[src/logic/gposcs_defines.vh]
`ifndef GPOSCS_DEFINES_VH
`define GPOSCS_DEFINES_VH

// Bus geometry
`define GPOSCS_ADDR_W 8
`define GPOSCS_IDX_W 6

// Register indices; byte address is four times the index
`define GPOSCS_IDX_PAD_OPEN 6'h21
`define GPOSCS_IDX_COMM 6'h23
`define GPOSCS_IDX_IRQ_STS 6'h30
`define GPOSCS_IDX_IRQ_MASK 6'h31

// Field positions
`define GPOSCS_SHORT_LSB 8
`define GPOSCS_SHORT_MSB 14
`define GPOSCS_OPEN_LSB 0
`define GPOSCS_OPEN_MSB 6
`define GPOSCS_CNT_LSB 8
`define GPOSCS_CNT_MSB 15

// Interrupt status bit positions
`define GPOSCS_IRQ_SHORT 0
`define GPOSCS_IRQ_OPEN 1
`define GPOSCS_IRQ_COMM 2
`define GPOSCS_IRQ_OVF 3

// Reset values and limits
`define GPOSCS_RST_FLAGS 7'h00
`define GPOSCS_RST_CNT 8'h00
`define GPOSCS_RST_IRQ 4'h0
`define GPOSCS_CNT_MAX 8'hFF

// Bus responses
`define GPOSCS_RESP_OKAY 2'h0
`define GPOSCS_RESP_SLVERR 2'h2

`endif

[src/logic/gposcs_top.v]
// Register access over AXI4-Lite was decided locally.
`timescale 1ns/10ps
`include "gposcs_defines.vh"
// Notes on behaviour
// - Bits 14..8 hold a short flag per pad 6..0, set on sense/command mismatch.
// - Summary pad short fault output is the OR of all seven short flags.
// - Bits 6..0 hold open-load flags, re-set while switch closed and open persists.
// - Flags and counter reset to zero; writing 0 clears, writing 1 keeps.
// - Second register holds an 8-bit link error count in bits 15..8.
// - A count of zero means no link error since clear or power-on.
module gposcs_top (
	// Clock and reset
	input wire sys_clk,
	input wire rst_b,
	// AXI4-Lite write address
	input wire [7:0] s_axi_awaddr,
	input wire s_axi_awvalid,
	output reg s_axi_awready,
	// AXI4-Lite write data
	input wire [31:0] s_axi_wdata,
	input wire [3:0] s_axi_wstrb,
	input wire s_axi_wvalid,
	output reg s_axi_wready,
	// AXI4-Lite write response
	output reg [1:0] s_axi_bresp,
	output reg s_axi_bvalid,
	input wire s_axi_bready,
	// AXI4-Lite read address
	input wire [7:0] s_axi_araddr,
	input wire s_axi_arvalid,
	output reg s_axi_arready,
	// AXI4-Lite read data
	output reg [31:0] s_axi_rdata,
	output reg [1:0] s_axi_rresp,
	output reg s_axi_rvalid,
	input wire s_axi_rready,
	// Pad command and sensed pad level
	input wire [6:0] pad_cmd,
	input wire [6:0] pad_sense_pin,
	// Open-load detection
	input wire open_det_switch_closed,
	input wire [6:0] an_open_pin,
	// Link error event, one pulse per error
	input wire comm_err_evt,
	// Summary fault outputs
	output reg any_pad_short_fault,
	output reg any_analog_open_fault,
	output reg link_error_overflow_fault,
	// Interrupt
	output reg irq
);

// Flag storage
reg [6:0] pad_short_flag_ff;
reg [6:0] an_open_flag_ff;
reg [6:0] nxt_pad_short_flag;
reg [6:0] nxt_an_open_flag;

// Synchronised pins and live conditions
wire [6:0] pad_sense_sync;
wire [6:0] an_open_sync;
wire [6:0] short_now;
wire [6:0] open_now;

// Interrupt registers
reg [3:0] irq_sts_ff;
reg [3:0] irq_mask_ff;
reg [3:0] nxt_irq_sts;
reg [3:0] nxt_irq_mask;
reg [3:0] irq_set;

// Write channel state
reg aw_hold_ff;
reg w_hold_ff;
reg [5:0] aw_idx_ff;
reg [31:0] w_data_ff;
reg [3:0] w_strb_ff;
wire aw_take;
wire w_take;
wire wr_go;

// Read channel
wire ar_take;
wire [5:0] ar_idx;
reg [31:0] rd_mux;
reg rd_hit;

// Write decode and clear masks
reg [15:0] wr_lane16;
reg [15:0] keep_pad;
reg [15:0] keep_comm;
reg [3:0] irq_clr;
reg wr_hit;

// Counter
wire [7:0] err_cnt;
wire err_ovf;

// Per-bit synchronisers and live fault conditions
genvar gi;
generate
	for (gi = 0; gi < 7; gi = gi + 1) begin : g_bit
		gposcs_sync u_sense_sync (
			.sys_clk(sys_clk),
			.rst_b(rst_b),
			.async_in(pad_sense_pin[gi]),
			.level_ff(pad_sense_sync[gi])
		);
		gposcs_sync u_open_sync (
			.sys_clk(sys_clk),
			.rst_b(rst_b),
			.async_in(an_open_pin[gi]),
			.level_ff(an_open_sync[gi])
		);
		// Mismatch between commanded and sensed level
		assign short_now[gi] = pad_sense_sync[gi] ^ pad_cmd[gi];
		// Open load counts only while the detect switch is closed
		assign open_now[gi] = an_open_sync[gi] & open_det_switch_closed;
	end
endgenerate

// Channel handshakes
assign aw_take = s_axi_awvalid & s_axi_awready;
assign w_take = s_axi_wvalid & s_axi_wready;
assign ar_take = s_axi_arvalid & s_axi_arready;
assign wr_go = aw_hold_ff & w_hold_ff & ~s_axi_bvalid;
assign ar_idx = s_axi_araddr[7:2];

// Address and data capture, in either order
always @(posedge sys_clk or negedge rst_b) begin
	if (!rst_b) begin
		aw_hold_ff <= 1'b0;
		w_hold_ff <= 1'b0;
		aw_idx_ff <= 6'h00;
		w_data_ff <= 32'h00000000;
		w_strb_ff <= 4'h0;
	end else begin
		if (aw_take) begin
			aw_hold_ff <= 1'b1;
			aw_idx_ff <= s_axi_awaddr[7:2];
		end else if (wr_go) begin
			aw_hold_ff <= 1'b0;
		end
		if (w_take) begin
			w_hold_ff <= 1'b1;
			w_data_ff <= s_axi_wdata;
			w_strb_ff <= s_axi_wstrb;
		end else if (wr_go) begin
			w_hold_ff <= 1'b0;
		end
	end
end

// Ready and response for the write path
always @(posedge sys_clk or negedge rst_b) begin
	if (!rst_b) begin
		s_axi_awready <= 1'b1;
		s_axi_wready <= 1'b1;
		s_axi_bvalid <= 1'b0;
		s_axi_bresp <= `GPOSCS_RESP_OKAY;
	end else begin
		if (aw_take) begin
			s_axi_awready <= 1'b0;
		end else if (s_axi_bvalid & s_axi_bready) begin
			s_axi_awready <= 1'b1;
		end
		if (w_take) begin
			s_axi_wready <= 1'b0;
		end else if (s_axi_bvalid & s_axi_bready) begin
			s_axi_wready <= 1'b1;
		end
		if (wr_go) begin
			s_axi_bvalid <= 1'b1;
			s_axi_bresp <= wr_hit ? `GPOSCS_RESP_OKAY : `GPOSCS_RESP_SLVERR;
		end else if (s_axi_bready) begin
			s_axi_bvalid <= 1'b0;
		end
	end
end

// Write decode: a zero in an enabled byte lane clears flags and count, a one clears interrupt status bits; disabled lanes keep
always @* begin
	wr_lane16 = {{8{w_strb_ff[1]}}, {8{w_strb_ff[0]}}};
	keep_pad = 16'hFFFF;
	keep_comm = 16'hFFFF;
	irq_clr = 4'h0;
	nxt_irq_mask = irq_mask_ff;
	wr_hit = 1'b0;
	case (aw_idx_ff)
		`GPOSCS_IDX_PAD_OPEN: begin
			wr_hit = 1'b1;
			if (wr_go) begin
				keep_pad = w_data_ff[15:0] | ~wr_lane16;
			end
		end
		`GPOSCS_IDX_COMM: begin
			wr_hit = 1'b1;
			if (wr_go) begin
				keep_comm = w_data_ff[15:0] | ~wr_lane16;
			end
		end
		`GPOSCS_IDX_IRQ_STS: begin
			wr_hit = 1'b1;
			if (wr_go & w_strb_ff[0]) begin
				irq_clr = w_data_ff[3:0];
			end
		end
		`GPOSCS_IDX_IRQ_MASK: begin
			wr_hit = 1'b1;
			if (wr_go & w_strb_ff[0]) begin
				nxt_irq_mask = w_data_ff[3:0];
			end
		end
		default: begin
			wr_hit = 1'b0;
		end
	endcase
end

// Flag update: clear by mask, then a live condition sets again
always @* begin
	nxt_pad_short_flag = (pad_short_flag_ff
		& keep_pad[`GPOSCS_SHORT_MSB:`GPOSCS_SHORT_LSB]) | short_now;
	nxt_an_open_flag = (an_open_flag_ff
		& keep_pad[`GPOSCS_OPEN_MSB:`GPOSCS_OPEN_LSB]) | open_now;
end

// Flag registers
always @(posedge sys_clk or negedge rst_b) begin
	if (!rst_b) begin
		pad_short_flag_ff <= `GPOSCS_RST_FLAGS;
		an_open_flag_ff <= `GPOSCS_RST_FLAGS;
	end else begin
		pad_short_flag_ff <= nxt_pad_short_flag;
		an_open_flag_ff <= nxt_an_open_flag;
	end
end

// Saturating link error counter
gposcs_err_cnt u_err_cnt (
	.sys_clk(sys_clk),
	.rst_b(rst_b),
	.err_evt(comm_err_evt),
	.keep_mask(keep_comm[`GPOSCS_CNT_MSB:`GPOSCS_CNT_LSB]),
	.cnt_ff(err_cnt),
	.ovf_ff(err_ovf)
);

// Interrupt events: a flag newly raised, a link error, an overflow attempt
always @* begin
	irq_set = 4'h0;
	irq_set[`GPOSCS_IRQ_SHORT] = |(short_now & ~pad_short_flag_ff);
	irq_set[`GPOSCS_IRQ_OPEN] = |(open_now & ~an_open_flag_ff);
	irq_set[`GPOSCS_IRQ_COMM] = comm_err_evt;
	irq_set[`GPOSCS_IRQ_OVF] = err_ovf;
	nxt_irq_sts = (irq_sts_ff & ~irq_clr) | irq_set;
end

// Interrupt status, mask and output level
always @(posedge sys_clk or negedge rst_b) begin
	if (!rst_b) begin
		irq_sts_ff <= `GPOSCS_RST_IRQ;
		irq_mask_ff <= `GPOSCS_RST_IRQ;
		irq <= 1'b0;
	end else begin
		irq_sts_ff <= nxt_irq_sts;
		irq_mask_ff <= nxt_irq_mask;
		irq <= |(nxt_irq_sts & nxt_irq_mask);
	end
end

// Short and open summary outputs follow the flags without extra delay; the overflow output lags err_ovf by one cycle
always @(posedge sys_clk or negedge rst_b) begin
	if (!rst_b) begin
		any_pad_short_fault <= 1'b0;
		any_analog_open_fault <= 1'b0;
		link_error_overflow_fault <= 1'b0;
	end else begin
		any_pad_short_fault <= |nxt_pad_short_flag;
		any_analog_open_fault <= |nxt_an_open_flag;
		// One-cycle pulse passed on as is; only the interrupt status register latches it
		link_error_overflow_fault <= err_ovf;
	end
end

// Read data selection; reserved bits read as zero
always @* begin
	rd_mux = 32'h00000000;
	rd_hit = 1'b1;
	case (ar_idx)
		`GPOSCS_IDX_PAD_OPEN: begin
			rd_mux[`GPOSCS_SHORT_MSB:`GPOSCS_SHORT_LSB] = pad_short_flag_ff;
			rd_mux[`GPOSCS_OPEN_MSB:`GPOSCS_OPEN_LSB] = an_open_flag_ff;
		end
		`GPOSCS_IDX_COMM: begin
			rd_mux[`GPOSCS_CNT_MSB:`GPOSCS_CNT_LSB] = err_cnt;
		end
		`GPOSCS_IDX_IRQ_STS: begin
			rd_mux[3:0] = irq_sts_ff;
		end
		`GPOSCS_IDX_IRQ_MASK: begin
			rd_mux[3:0] = irq_mask_ff;
		end
		default: begin
			rd_hit = 1'b0;
		end
	endcase
end

// Read channel: one read under way, answer one cycle after the address
always @(posedge sys_clk or negedge rst_b) begin
	if (!rst_b) begin
		s_axi_arready <= 1'b1;
		s_axi_rvalid <= 1'b0;
		s_axi_rdata <= 32'h00000000;
		s_axi_rresp <= `GPOSCS_RESP_OKAY;
	end else begin
		if (ar_take) begin
			s_axi_arready <= 1'b0;
			s_axi_rvalid <= 1'b1;
			s_axi_rdata <= rd_mux;
			s_axi_rresp <= rd_hit ? `GPOSCS_RESP_OKAY : `GPOSCS_RESP_SLVERR;
		end else if (s_axi_rvalid & s_axi_rready) begin
			s_axi_arready <= 1'b1;
			s_axi_rvalid <= 1'b0;
		end
	end
end

endmodule // gposcs_top

[src/logic/gposcs_sync.v]
`timescale 1ns/10ps
// Three-stage synchroniser with a two-sample agreement filter
module gposcs_sync (
	// Clock and reset
	input wire sys_clk,
	input wire rst_b,
	// Asynchronous level in, filtered level out
	input wire async_in,
	output reg level_ff
);

reg s1_ff;
reg s2_ff;
reg s3_ff;

// Stage one only feeds stage two; output moves when stages two and three agree
always @(posedge sys_clk or negedge rst_b) begin
	if (!rst_b) begin
		s1_ff <= 1'b0;
		s2_ff <= 1'b0;
		s3_ff <= 1'b0;
		level_ff <= 1'b0;
	end else begin
		s1_ff <= async_in;
		s2_ff <= s1_ff;
		s3_ff <= s2_ff;
		if (s2_ff == s3_ff) begin
			level_ff <= s3_ff;
		end
	end
end

endmodule // gposcs_sync

[src/logic/gposcs_err_cnt.v]
`timescale 1ns/10ps
`include "gposcs_defines.vh"
// Saturating link error counter with write-zero-to-clear bits
module gposcs_err_cnt (
	// Clock and reset
	input wire sys_clk,
	input wire rst_b,
	// Error event and clear mask (zero bits clear)
	input wire err_evt,
	input wire [7:0] keep_mask,
	// Count and overflow attempt pulse
	output reg [7:0] cnt_ff,
	output reg ovf_ff
);

reg [7:0] base;
reg [7:0] nxt_cnt;
reg nxt_ovf;

// Clear first, then count, so an error in the clear cycle is kept
always @* begin
	base = cnt_ff & keep_mask;
	nxt_cnt = base;
	nxt_ovf = 1'b0;
	if (err_evt) begin
		if (base == `GPOSCS_CNT_MAX) begin
			nxt_ovf = 1'b1;
		end else begin
			nxt_cnt = base + 8'h01;
		end
	end
end

// Count register; zero means no error since clear or power-on
always @(posedge sys_clk or negedge rst_b) begin
	if (!rst_b) begin
		cnt_ff <= `GPOSCS_RST_CNT;
		ovf_ff <= 1'b0;
	end else begin
		cnt_ff <= nxt_cnt;
		ovf_ff <= nxt_ovf;
	end
end

endmodule // gposcs_err_cnt

[config.mk]
export PLATFORM = sky130hd
export DESIGN_NAME = gposcs_top
export DESIGN_NICKNAME = d
export VERILOG_FILES = /design/src/logic/gposcs_top.v /design/src/logic/gposcs_sync.v /design/src/logic/gposcs_err_cnt.v
export VERILOG_INCLUDE_DIRS = /design/src /design/src/logic
export SDC_FILE = /design/constraint.sdc
export NUM_CORES = 1
export LEC_CHECK = 0
export ABC_CLOCK_PERIOD_IN_PS = 3410
export BUFFER_PORTS_ARGS = -buffer_cell sky130_fd_sc_hd__buf_2
export CAP_MARGIN = 20
export CORE_MARGIN = 4
export CORE_UTILIZATION = 53
export DETAILED_ROUTE_END_ITERATION = 6
export GPL_ROUTABILITY_DRIVEN = 0
export PLACE_DENSITY = 0.82
export SETUP_SLACK_MARGIN = 0.2
export SLEW_MARGIN = 0
export SYNTH_ARGS = -nofsm -noshare
export SYNTH_HDL_FRONTEND = slang
export SYNTH_SLANG_ARGS = --single-unit
[constraint.sdc]
create_clock -name sys_clk -period 3.41 [get_ports sys_clk]
set_input_delay 0.682 -clock sys_clk [delete_from_list [all_inputs] [get_ports sys_clk]]
set_output_delay 0.682 -clock sys_clk [all_outputs]
set_load 0.02 [all_outputs]
After elaboration in Yosys (flattened, before gate mapping)
Index checks and enable logic that the tools add are counted.

storage, ports and cells
  bits of input ports = 82
  flip-flop bits (word level) = 141
  logic and storage cells = 185

cells by class
  reductions and logical operators = 13
  bitwise operators = 38
  eq/ne operators = 23
  muxes and demuxes = 31
  add/subtract/negate cells = 1

operator list
  kind                   count
  $eq A6 B6 Y1 const B   8
  $mux W16               2
  $and A7 B7 Y7          4
  $reduce_or A7 Y1       4
  $mux W1                17
  $mux W4                4
  $mux W8                2
  $not A16 Y16           1
  $or A16 B16 Y16        1
  $and A1 B1 Y1          15
  $mux W15               1
  $eq A1 B1 Y1           14
  $not A7 Y7             2
  $or A7 B7 Y7           2
  $pmux W7 S2            1
  $pmux W4 S3            1
  $reduce_bool A2 Y1     6
  $reduce_or A4 Y1       3
  $add A8 B1 Y8 const B  1
  $and A4 B4 Y4          2
  $and A8 B8 Y8          1
  $eq A8 B8 Y1 const B   1
  $xor A1 B1 Y1          7
  $mux W2                2
  4 further kinds        4

Logic depth before layout (Yosys ltp)
Gate-level depths: netlist (run 1).

  depth in word-level cells = 10
  mapped depth = 11

Cells and area by module
Synthesis (run 1) repeated with hierarchy kept, for this count alone.

second synthesis, totals
  cell total of the unflattened synthesis = 433
  area total of the unflattened synthesis = 5466.5 um^2

modules (own cells, without submodules)
  module          instances  sequential area each (um^2)  area an instance (um^2)  cells each
  gposcs_top      1          1830.5                       3395.8                   314
  gposcs_sync     14         100.1                        111.4                    5
  gposcs_err_cnt  1          225.2                        511.7                    49

Worst setup path after synthesis (run 1)
Ideal clock, no wire load.

  kind = reg-to-reg
  start = reg aw_idx_ff[3]
  end = reg u_err_cnt.cnt_ff[4]
  path slack = 765 ps
  arrival time = 2563 ps
  buffers on the path = 2
  required time = 3327 ps
  cell stages (with the launch flop) = 12
  cell sequence = dfrtp_1 > or4bb_1 > or3_1 > clkbuf_1 > clkbuf_1 > o21a_1 > ha_1 > and4_1 > o41ai_1 > or3b_2 > a21oi_1 > o21ai_0

between the ends
  longest elaborated chain between the ends = 6
  elaborated cells on any way between the ends = 7
  those cells by class = 1 x add/sub; 2 x eq/ne; 3 x mux; 1 x bitwise

RTL lines
  element                                               RTL line             RTL
  from (decl)                                           gposcs_top.v:75      reg [5:0] aw_idx_ff;
  from (signal assigned)                                gposcs_top.v:140     aw_idx_ff <= s_axi_awaddr[7:2];
  $eq A6 B6 Y1 *                                        gposcs_top.v:189     case (aw_idx_ff)
  $mux W16 *                                            gposcs_top.v:189
  $and A8 B8 Y8 *                                       gposcs_err_cnt.v:22  base = cnt_ff & keep_mask;
  $add A8 B1 Y8 / $eq A8 B8 Y1 (equally long branches)  n/a
  $mux W8                                               gposcs_err_cnt.v:26  if (base == `GPOSCS_CNT_MAX) begin
  $mux W8 *                                             gposcs_err_cnt.v:25  if (err_evt) begin
  net u_err_cnt.nxt_cnt[4]                              gposcs_err_cnt.v:17  reg [7:0] nxt_cnt;
  to (signal assigned)                                  gposcs_err_cnt.v:37  cnt_ff <= `GPOSCS_RST_CNT;
  to (signal assigned)                                  gposcs_err_cnt.v:40  cnt_ff <= nxt_cnt;
  to (decl)                                             gposcs_err_cnt.v:12  output reg [7:0] cnt_ff,

Mark *: on every way through the listed nets, which the timed path passes. The rest lies on a longest branch.
A chain may end at the register's enable or synchronous reset.

Final worst setup path (run 1)
Same ends and word-level chain as after synthesis.

==> flow_metrics.env, run 1 <==
export IMPL_cp_start_kind="flop"
export IMPL_yosys_area_share_simple_pct=11.2
export IMPL_period_needed_ns=2.91
export IMPL_cap_viol_max_count=0
export IMPL_outcome="completed"
export IMPL_period_share_pct=85.2
export IMPL_synth_compound_area_share_pct=9.15
export IMPL_fp_dieW_um=110
export IMPL_vias_per_cell=5.45
export IMPL_cts_hold_buf=0
export IMPL_yosys_cell_types_count=54
export IMPL_setup_viol_count_final=0
export IMPL_synth_xor_area_share_pct=1.59
export IMPL_fillCellCount=732
export IMPL_slew_violations=0
export IMPL_std_cell_rows=36
export IMPL_ctsResizeCount=0
export IMPL_grt_pass1_wl_mm=18.3
export IMPL_cp_arrival_ns=3.35
export IMPL_initial_core_util_pct=55.3
export IMPL_clock_skew_ns=0.00528
export IMPL_vias=3746
export IMPL_endpoint_kind="flop"
export IMPL_synth_ff_type="dfrtp_1"
export IMPL_placedCellCount=654
export IMPL_cts_root_buffer="clkbuf_8"
export IMPL_cts_sinks=138
export IMPL_synth_seq_cells=138
export IMPL_syn_area_sq_um=5510
export IMPL_cts_buffers_inserted=17
export IMPL_hold_viol_final=0
export IMPL_wirelength_mm=11.2
export IMPL_setup_tns_ns=0
export IMPL_drt_iter0_markers=187
export IMPL_ctsHtreeMaxLevel=4
export IMPL_final_util_pct=66.7
export IMPL_grt_pass1_vias=3735
export IMPL_die_y_um=110
export IMPL_place_hpwl_mm=7.86
export IMPL_antenna_found_initial=0
export IMPL_grt_util_all_layers_pct=20.1
export IMPL_use_met1_pct=27.9
export IMPL_crit_type="flop to flop"
export IMPL_synth_async_reset_ratio_pct=100
export IMPL_busiest_layer="met2"
export IMPL_rsz0062_at_grt="false"
export IMPL_crit_required_ns=3.85
export IMPL_drtPass1Iterations=5
export IMPL_cp_max_fo=14
export IMPL_postCtsSetupBuffers=0
export IMPL_use_met2_pct=29.4
export IMPL_core_sq_um=9950
export IMPL_clkTransAtPathRegs_ns=0.06
export IMPL_ir_drop_v=0.000434
export IMPL_n_antenna_cell=0
export IMPL_p_leak_nw=2.99
export IMPL_met3_usage_pct=4.76
export IMPL_synth_top_family_by_area="simple AND/OR/NAND/NOR gates"
export IMPL_synthAdderAreaFrac_pct=2.77
export IMPL_nNetsFinal=624
export IMPL_synth_avg_cell_area_sq_um=12.3
export IMPL_relSlewSlack_pct=41.6
export IMPL_synth_area_mux_share_pct=8.43
export IMPL_tightest_slew_ns=0.874
export IMPL_dieArea_sq_um=12100
export IMPL_synth_edf_count=0
export IMPL_remaining_drc_errors=0
export IMPL_fmax_mhz=344
export IMPL_gr_total_overflow=0
export IMPL_final_antenna_net_count=0
export IMPL_wire_per_inst_um=16.3
export IMPL_clk_latency_ns=0.52
export IMPL_p_per_area_nw_per_um2=732
export IMPL_clk_path_buf_depth=2
export IMPL_seq_area_frac_synth_pct=62.8
export IMPL_hold_class="input pin to asynchronous set/reset pin"
export IMPL_syn_inst=446
export IMPL_synthToLayoutAreaGrowth_pct=20.5
export IMPL_pin_count=127
export IMPL_drive_gt1_share_pct=26.9
export IMPL_grt_max_degree=125
export IMPL_io_buffers=84
export IMPL_ys_warnings_count=0
export IMPL_finalNonFillerCells=687
export IMPL_cts_tree="done"
export IMPL_power_w=0.00486
## sequential cells by signal, indices dropped and copies added, names as in the netlist, 2 cells and up
register and flops:
g_bit.u_sense_sync.s2_ff 7, g_bit.u_open_sync.s1_ff 7, irq_sts_ff 4, g_bit.u_sense_sync.s1_ff 7
g_bit.u_sense_sync.level_ff 7, pad_short_flag_ff 7, g_bit.u_open_sync.level_ff 7, g_bit.u_open_sync.s2_ff 7
aw_idx_ff 6, an_open_flag_ff 7, irq_mask_ff 4, w_strb_ff 2
g_bit.u_open_sync.s3_ff 7, u_err_cnt.cnt_ff 8, s_axi_rdata 15, w_data_ff 15
g_bit.u_sense_sync.s3_ff 7
## critical path: stages (launching register included)
cell     delay [ns]
dfrtp_1        0.40
or4bb_1        0.61
or3_1          0.57
o21a_1         0.29
ha_1           0.24
and4_1         0.23
o41ai_1        0.10
or3b_2         0.21
a21oi_1        0.05
o21ai_0        0.13
## cells in the final DEF, fill, tap and decap left out, types with 5 or more instances in the layout
master,count
clkbuf_16,16
conb_1,19
maj3_1,14
nand2_1,58
mux2i_1,16
buf_2,83
clkbuf_1,6
nand3_1,5
nor2_1,9
mux2_2,27
xnor2_1,9
o41ai_1,6
o31ai_1,8
and3_1,5
o21ai_0,33
a21oi_1,9
dfrtp_1,135
nand3b_1,5
inv_1,10
## path summary, 6_finish.rpt
path | start | to | slack, ns | depth (start not counted)
worst min-delay path | rst_b | g_bit[1].u_open_sync.s1_ff$_DFF_PN0_ | 0.13 | 1
max in group asynchronous | rst_b | any_pad_short_fault$_DFF_PN0_ | 2.43 | 3
worst min register to register | g_bit[3].u_open_sync.s1_ff$_DFF_PN0_ | g_bit[3].u_open_sync.s2_ff$_DFF_PN0_ | 0.35 | 0
worst max-delay path | aw_idx_ff[3]$_DFFE_PN0P_ | u_err_cnt.cnt_ff[4]$_DFF_PN0_ | 0.50 | 9
min in group sys_clk | pad_sense_pin[0] | g_bit[0].u_sense_sync.s1_ff$_DFF_PN0_ | 0.27 | 1
worst max register to register | aw_idx_ff[3]$_DFFE_PN0P_ | u_err_cnt.cnt_ff[4]$_DFF_PN0_ | 0.50 | 9
## routing by layer
layer / vias up / routed length (um) / share of wire, %
met1: 1817 / 5150 / 46
met3: 22 / 768 / 6.9
li1: 1752 / - / -
met4: 0 / 291 / 2.6
met5: - / 0 / 0
met2: 155 / 4990 / 45
## cell families after synthesis
family | Yosys count
flops | 138
simple gates | 120
compound gates | 79
mux | 43
buf+inv | 40
fa+ha+maj | 15
xor+xnor | 10
other cells | 1
## where the power goes
group          switching, W  internal [W]
clock network      0.000637       0.00123
registers          0.000296       0.00194
logic              0.000395      0.000368
total               0.00133       0.00353
## layout make-up
cell class / instances / area, sq um / area share [%]
inverters: 10 / 37.5 / 0.566
clock buffers: 25 / 464 / 6.99
flip-flops and latches: 138 / 3460 / 52.1
repair buffers: 88 / 477 / 7.18
multi-input cells: 286 / 1900 / 28.6
well taps: 133 / 166 / 2.51
clock inverters: 7 / 140 / 2.11
## synthesized netlist by cell type, types with 3 or more instances
master	count	share of area [%]
o41ai_1	6	0.95
o22ai_1	4	0.45
mux2_2	27	5.5
a21oi_1	9	0.82
o21ai_0	33	3.0
mux2i_1	16	2.9
buf_4	19	2.6
nor2b_1	4	0.45
maj3_1	14	2.5
inv_1	10	0.68
nand2_1	58	4.0
nand2b_1	4	0.45
and3_1	5	0.57
clkbuf_1	9	0.61
nand3_1	5	0.45
nor2_1	9	0.61
and4_1	3	0.48
or4_1	3	0.41
nand4_1	3	0.34
xnor2_1	9	1.4
o31ai_1	8	1.1
o21a_1	3	0.41
or3_1	3	0.34
dfrtp_1	135	61
dfstp_2	3	1.4
nand3b_1	5	0.68
nor3_1	4	0.36
## metrics by stage
| step | instance area [sq um] | setup WS (ns) | hold slack [ns] |
|---|---|---|---|
| 5_1_grt | 6640 | 0.326 | 0.178 |
| 4_1_cts | 6610 | 0.504 | 0.246 |
| 3_5_place_dp | 6010 | 0.550 | 0.335 |
| 3_3_place_gp | 6010 | 0.648 | 0.331 |
| 6_report | 6640 | 0.503 | 0.129 |
| 2_1_floorplan | 5580 | 0.765 | 0.331 |
Power figures use the tool's default switching activity.
==> run 2: changes to the inputs <==
RECOVER_POWER = 50   (was unset)
==> flow_metrics.env, run 2 (synthesis results as in run 1) <==
export IMPL_cts_tree="done"
export IMPL_hold_path_cell_count=1
export IMPL_violations="capacitance limit, slew limit"
export IMPL_postCtsSetupBuffers=0
export IMPL_crit_type="flop to flop"
export IMPL_cpPeakStageDelay_ns=0.61
export IMPL_hold_class="input pin to flop"
export IMPL_setup_ws_ns=0.513
export IMPL_fp_dieW_um=110
export IMPL_dieArea_sq_um=12100
export IMPL_antenna_found_initial=0
export IMPL_drtPass1Iterations=5
export IMPL_period_share_pct=85.0
export IMPL_io_buffers=84
export IMPL_cap_viol_max_count=1
export IMPL_slew_violations=63
export IMPL_grt_pass1_wl_mm=18.3
export IMPL_worstRegToRegCells=9
export IMPL_multi_input_area_sq_um=1900
export IMPL_cp_max_fo=14
export IMPL_crit_slowest_cell="or4bb_1"
export IMPL_drt_iter0_markers=179
export IMPL_period_needed_ns=2.90
export IMPL_cts_hold_buf=0
export IMPL_die_y_um=110
export IMPL_crit_buf_inv=0
export IMPL_largest_registers="s_axi_rdata (15), w_data_ff (15), u_err_cnt.cnt_ff (8)"
export IMPL_ctsResizeCount=0
export IMPL_setup_viol_count_final=0
export IMPL_rrSetupSlack_ns=0.51
export IMPL_setup_tns_ns=0
export IMPL_core_sq_um=9950
export IMPL_relSlewSlack_pct=-1.14
export IMPL_wirelength_mm=11.2
export IMPL_ir_drop_v=0.000438
export IMPL_crit_required_ns=3.85
export IMPL_clk_path_buf_depth=2
export IMPL_place_hpwl_mm=7.86
export IMPL_area_sequential_sq_um=3460
export IMPL_preCtsSetupSlack_ns=0.550
export IMPL_cp_arrival_ns=3.34
export IMPL_endpoint_kind="flop"
export IMPL_clk_latency_ns=0.52
export IMPL_p_leak_nw=2.99
export IMPL_cts_buffers_inserted=17
export IMPL_outcome="complete, but fails checks"
export IMPL_clock_skew_ns=0.00528
export IMPL_hold_viol_final=0
export IMPL_gr_total_overflow=0
export IMPL_grt_pass1_vias=3735
export IMPL_crit_cells=9
export IMPL_tightest_slew_ns=1.52
export IMPL_vias_per_cell=5.48
export IMPL_vias=3767
export IMPL_remaining_drc_errors=0
export IMPL_cp_start_kind="flop"
export IMPL_n_antenna_cell=0
export IMPL_grt_util_all_layers_pct=20.1
export IMPL_grt_max_degree=125
export IMPL_nNetsFinal=624
export IMPL_pin_count=127
export IMPL_p_per_area_nw_per_um2=732
export IMPL_layout_commonest_cell="dfrtp_1"
export IMPL_wire_per_inst_um=16.3
export IMPL_crit_chain="or4bb_1, or3_1, o21a_1, ha_1, and4_1, o41ai_1, or3b_2, a21oi_1, o21ai_0"
export IMPL_ctsHtreeMaxLevel=4
export IMPL_final_antenna_net_count=0
export IMPL_synthToLayoutAreaGrowth_pct=20.4
export IMPL_fmax_mhz=345
export IMPL_initial_core_util_pct=55.3
export IMPL_clkTransAtPathRegs_ns=0.06
export IMPL_cts_root_buffer="clkbuf_8"
export IMPL_path_delay_family="simple AND/OR/NAND/NOR gates"
export IMPL_drive_gt1_share_pct=26.4
export IMPL_rsz0062_at_grt="false"
export IMPL_std_cell_rows=36
export IMPL_cts_sinks=138
export IMPL_final_cell_mix="135 x dfrtp_1, 83 x buf_2, 58 x nand2_1"
export IMPL_fillCellCount=734
==> run 2: changes by cell type in the layout (fill, tap and decap cells not counted), sizes merged <==
cell and delta:
buf -1, clkbuf +1
==> run 2: final cells by class <==
cell class | instances | share of cell area (%)
multi-input combinational | 286 | 28.6
inverter | 10 | 0.566
tap | 133 | 2.51
timing repair buffer | 88 | 7.09
sequential | 138 | 52.1
clock inverter | 7 | 2.11
clock buffer | 25 | 7.00
==> run 2: power breakdown <==
part | total, W | switching [W] | internal, W
Clock | 0.00186 | 0.000638 | 0.00123
Sequential | 0.00223 | 0.000298 | 0.00193
Combinational | 0.000761 | 0.000394 | 0.000367
==> run 2: layer usage <==
metal / vias up / track usage [%] / routed length, um
met4: 0 / 10.8 / 329
met2: 159 / 29.4 / 4980
li1: 1757 / - / -
met1: 1822 / 27.9 / 5140
met5: - / 0 / 0
met3: 29 / 4.76 / 766
==> run 2: stage by stage <==
stage	total power [W]	hold WS [ns]	instance area (sq um)	utilization [%]	std cells
after floorplan	0.00272	0.331	5580	-	464
after global placement	0.00294	0.331	6010	60.3	654
after detailed placement	0.00301	0.335	6010	60.3	654
after CTS	0.00488	0.246	6610	66.4	686
after global routing	0.00510	0.248	6630	66.6	687
final	0.00486	0.268	6630	66.6	687
==> run 2: final timing paths <==
kind                                                            from                                     to
worst max-delay path                        aw_idx_ff[3]$_DFFE_PN0P_          u_err_cnt.cnt_ff[4]$_DFF_PN0_
min in group asynchronous                                      rst_b   g_bit[1].u_open_sync.s1_ff$_DFF_PN0_
worst min-delay path                                pad_sense_pin[0]  g_bit[0].u_sense_sync.s1_ff$_DFF_PN0_
worst min register to register  g_bit[3].u_open_sync.s1_ff$_DFF_PN0_   g_bit[3].u_open_sync.s2_ff$_DFF_PN0_
worst max register to register              aw_idx_ff[3]$_DFFE_PN0P_          u_err_cnt.cnt_ff[4]$_DFF_PN0_
max in group asynchronous                                      rst_b          any_pad_short_fault$_DFF_PN0_
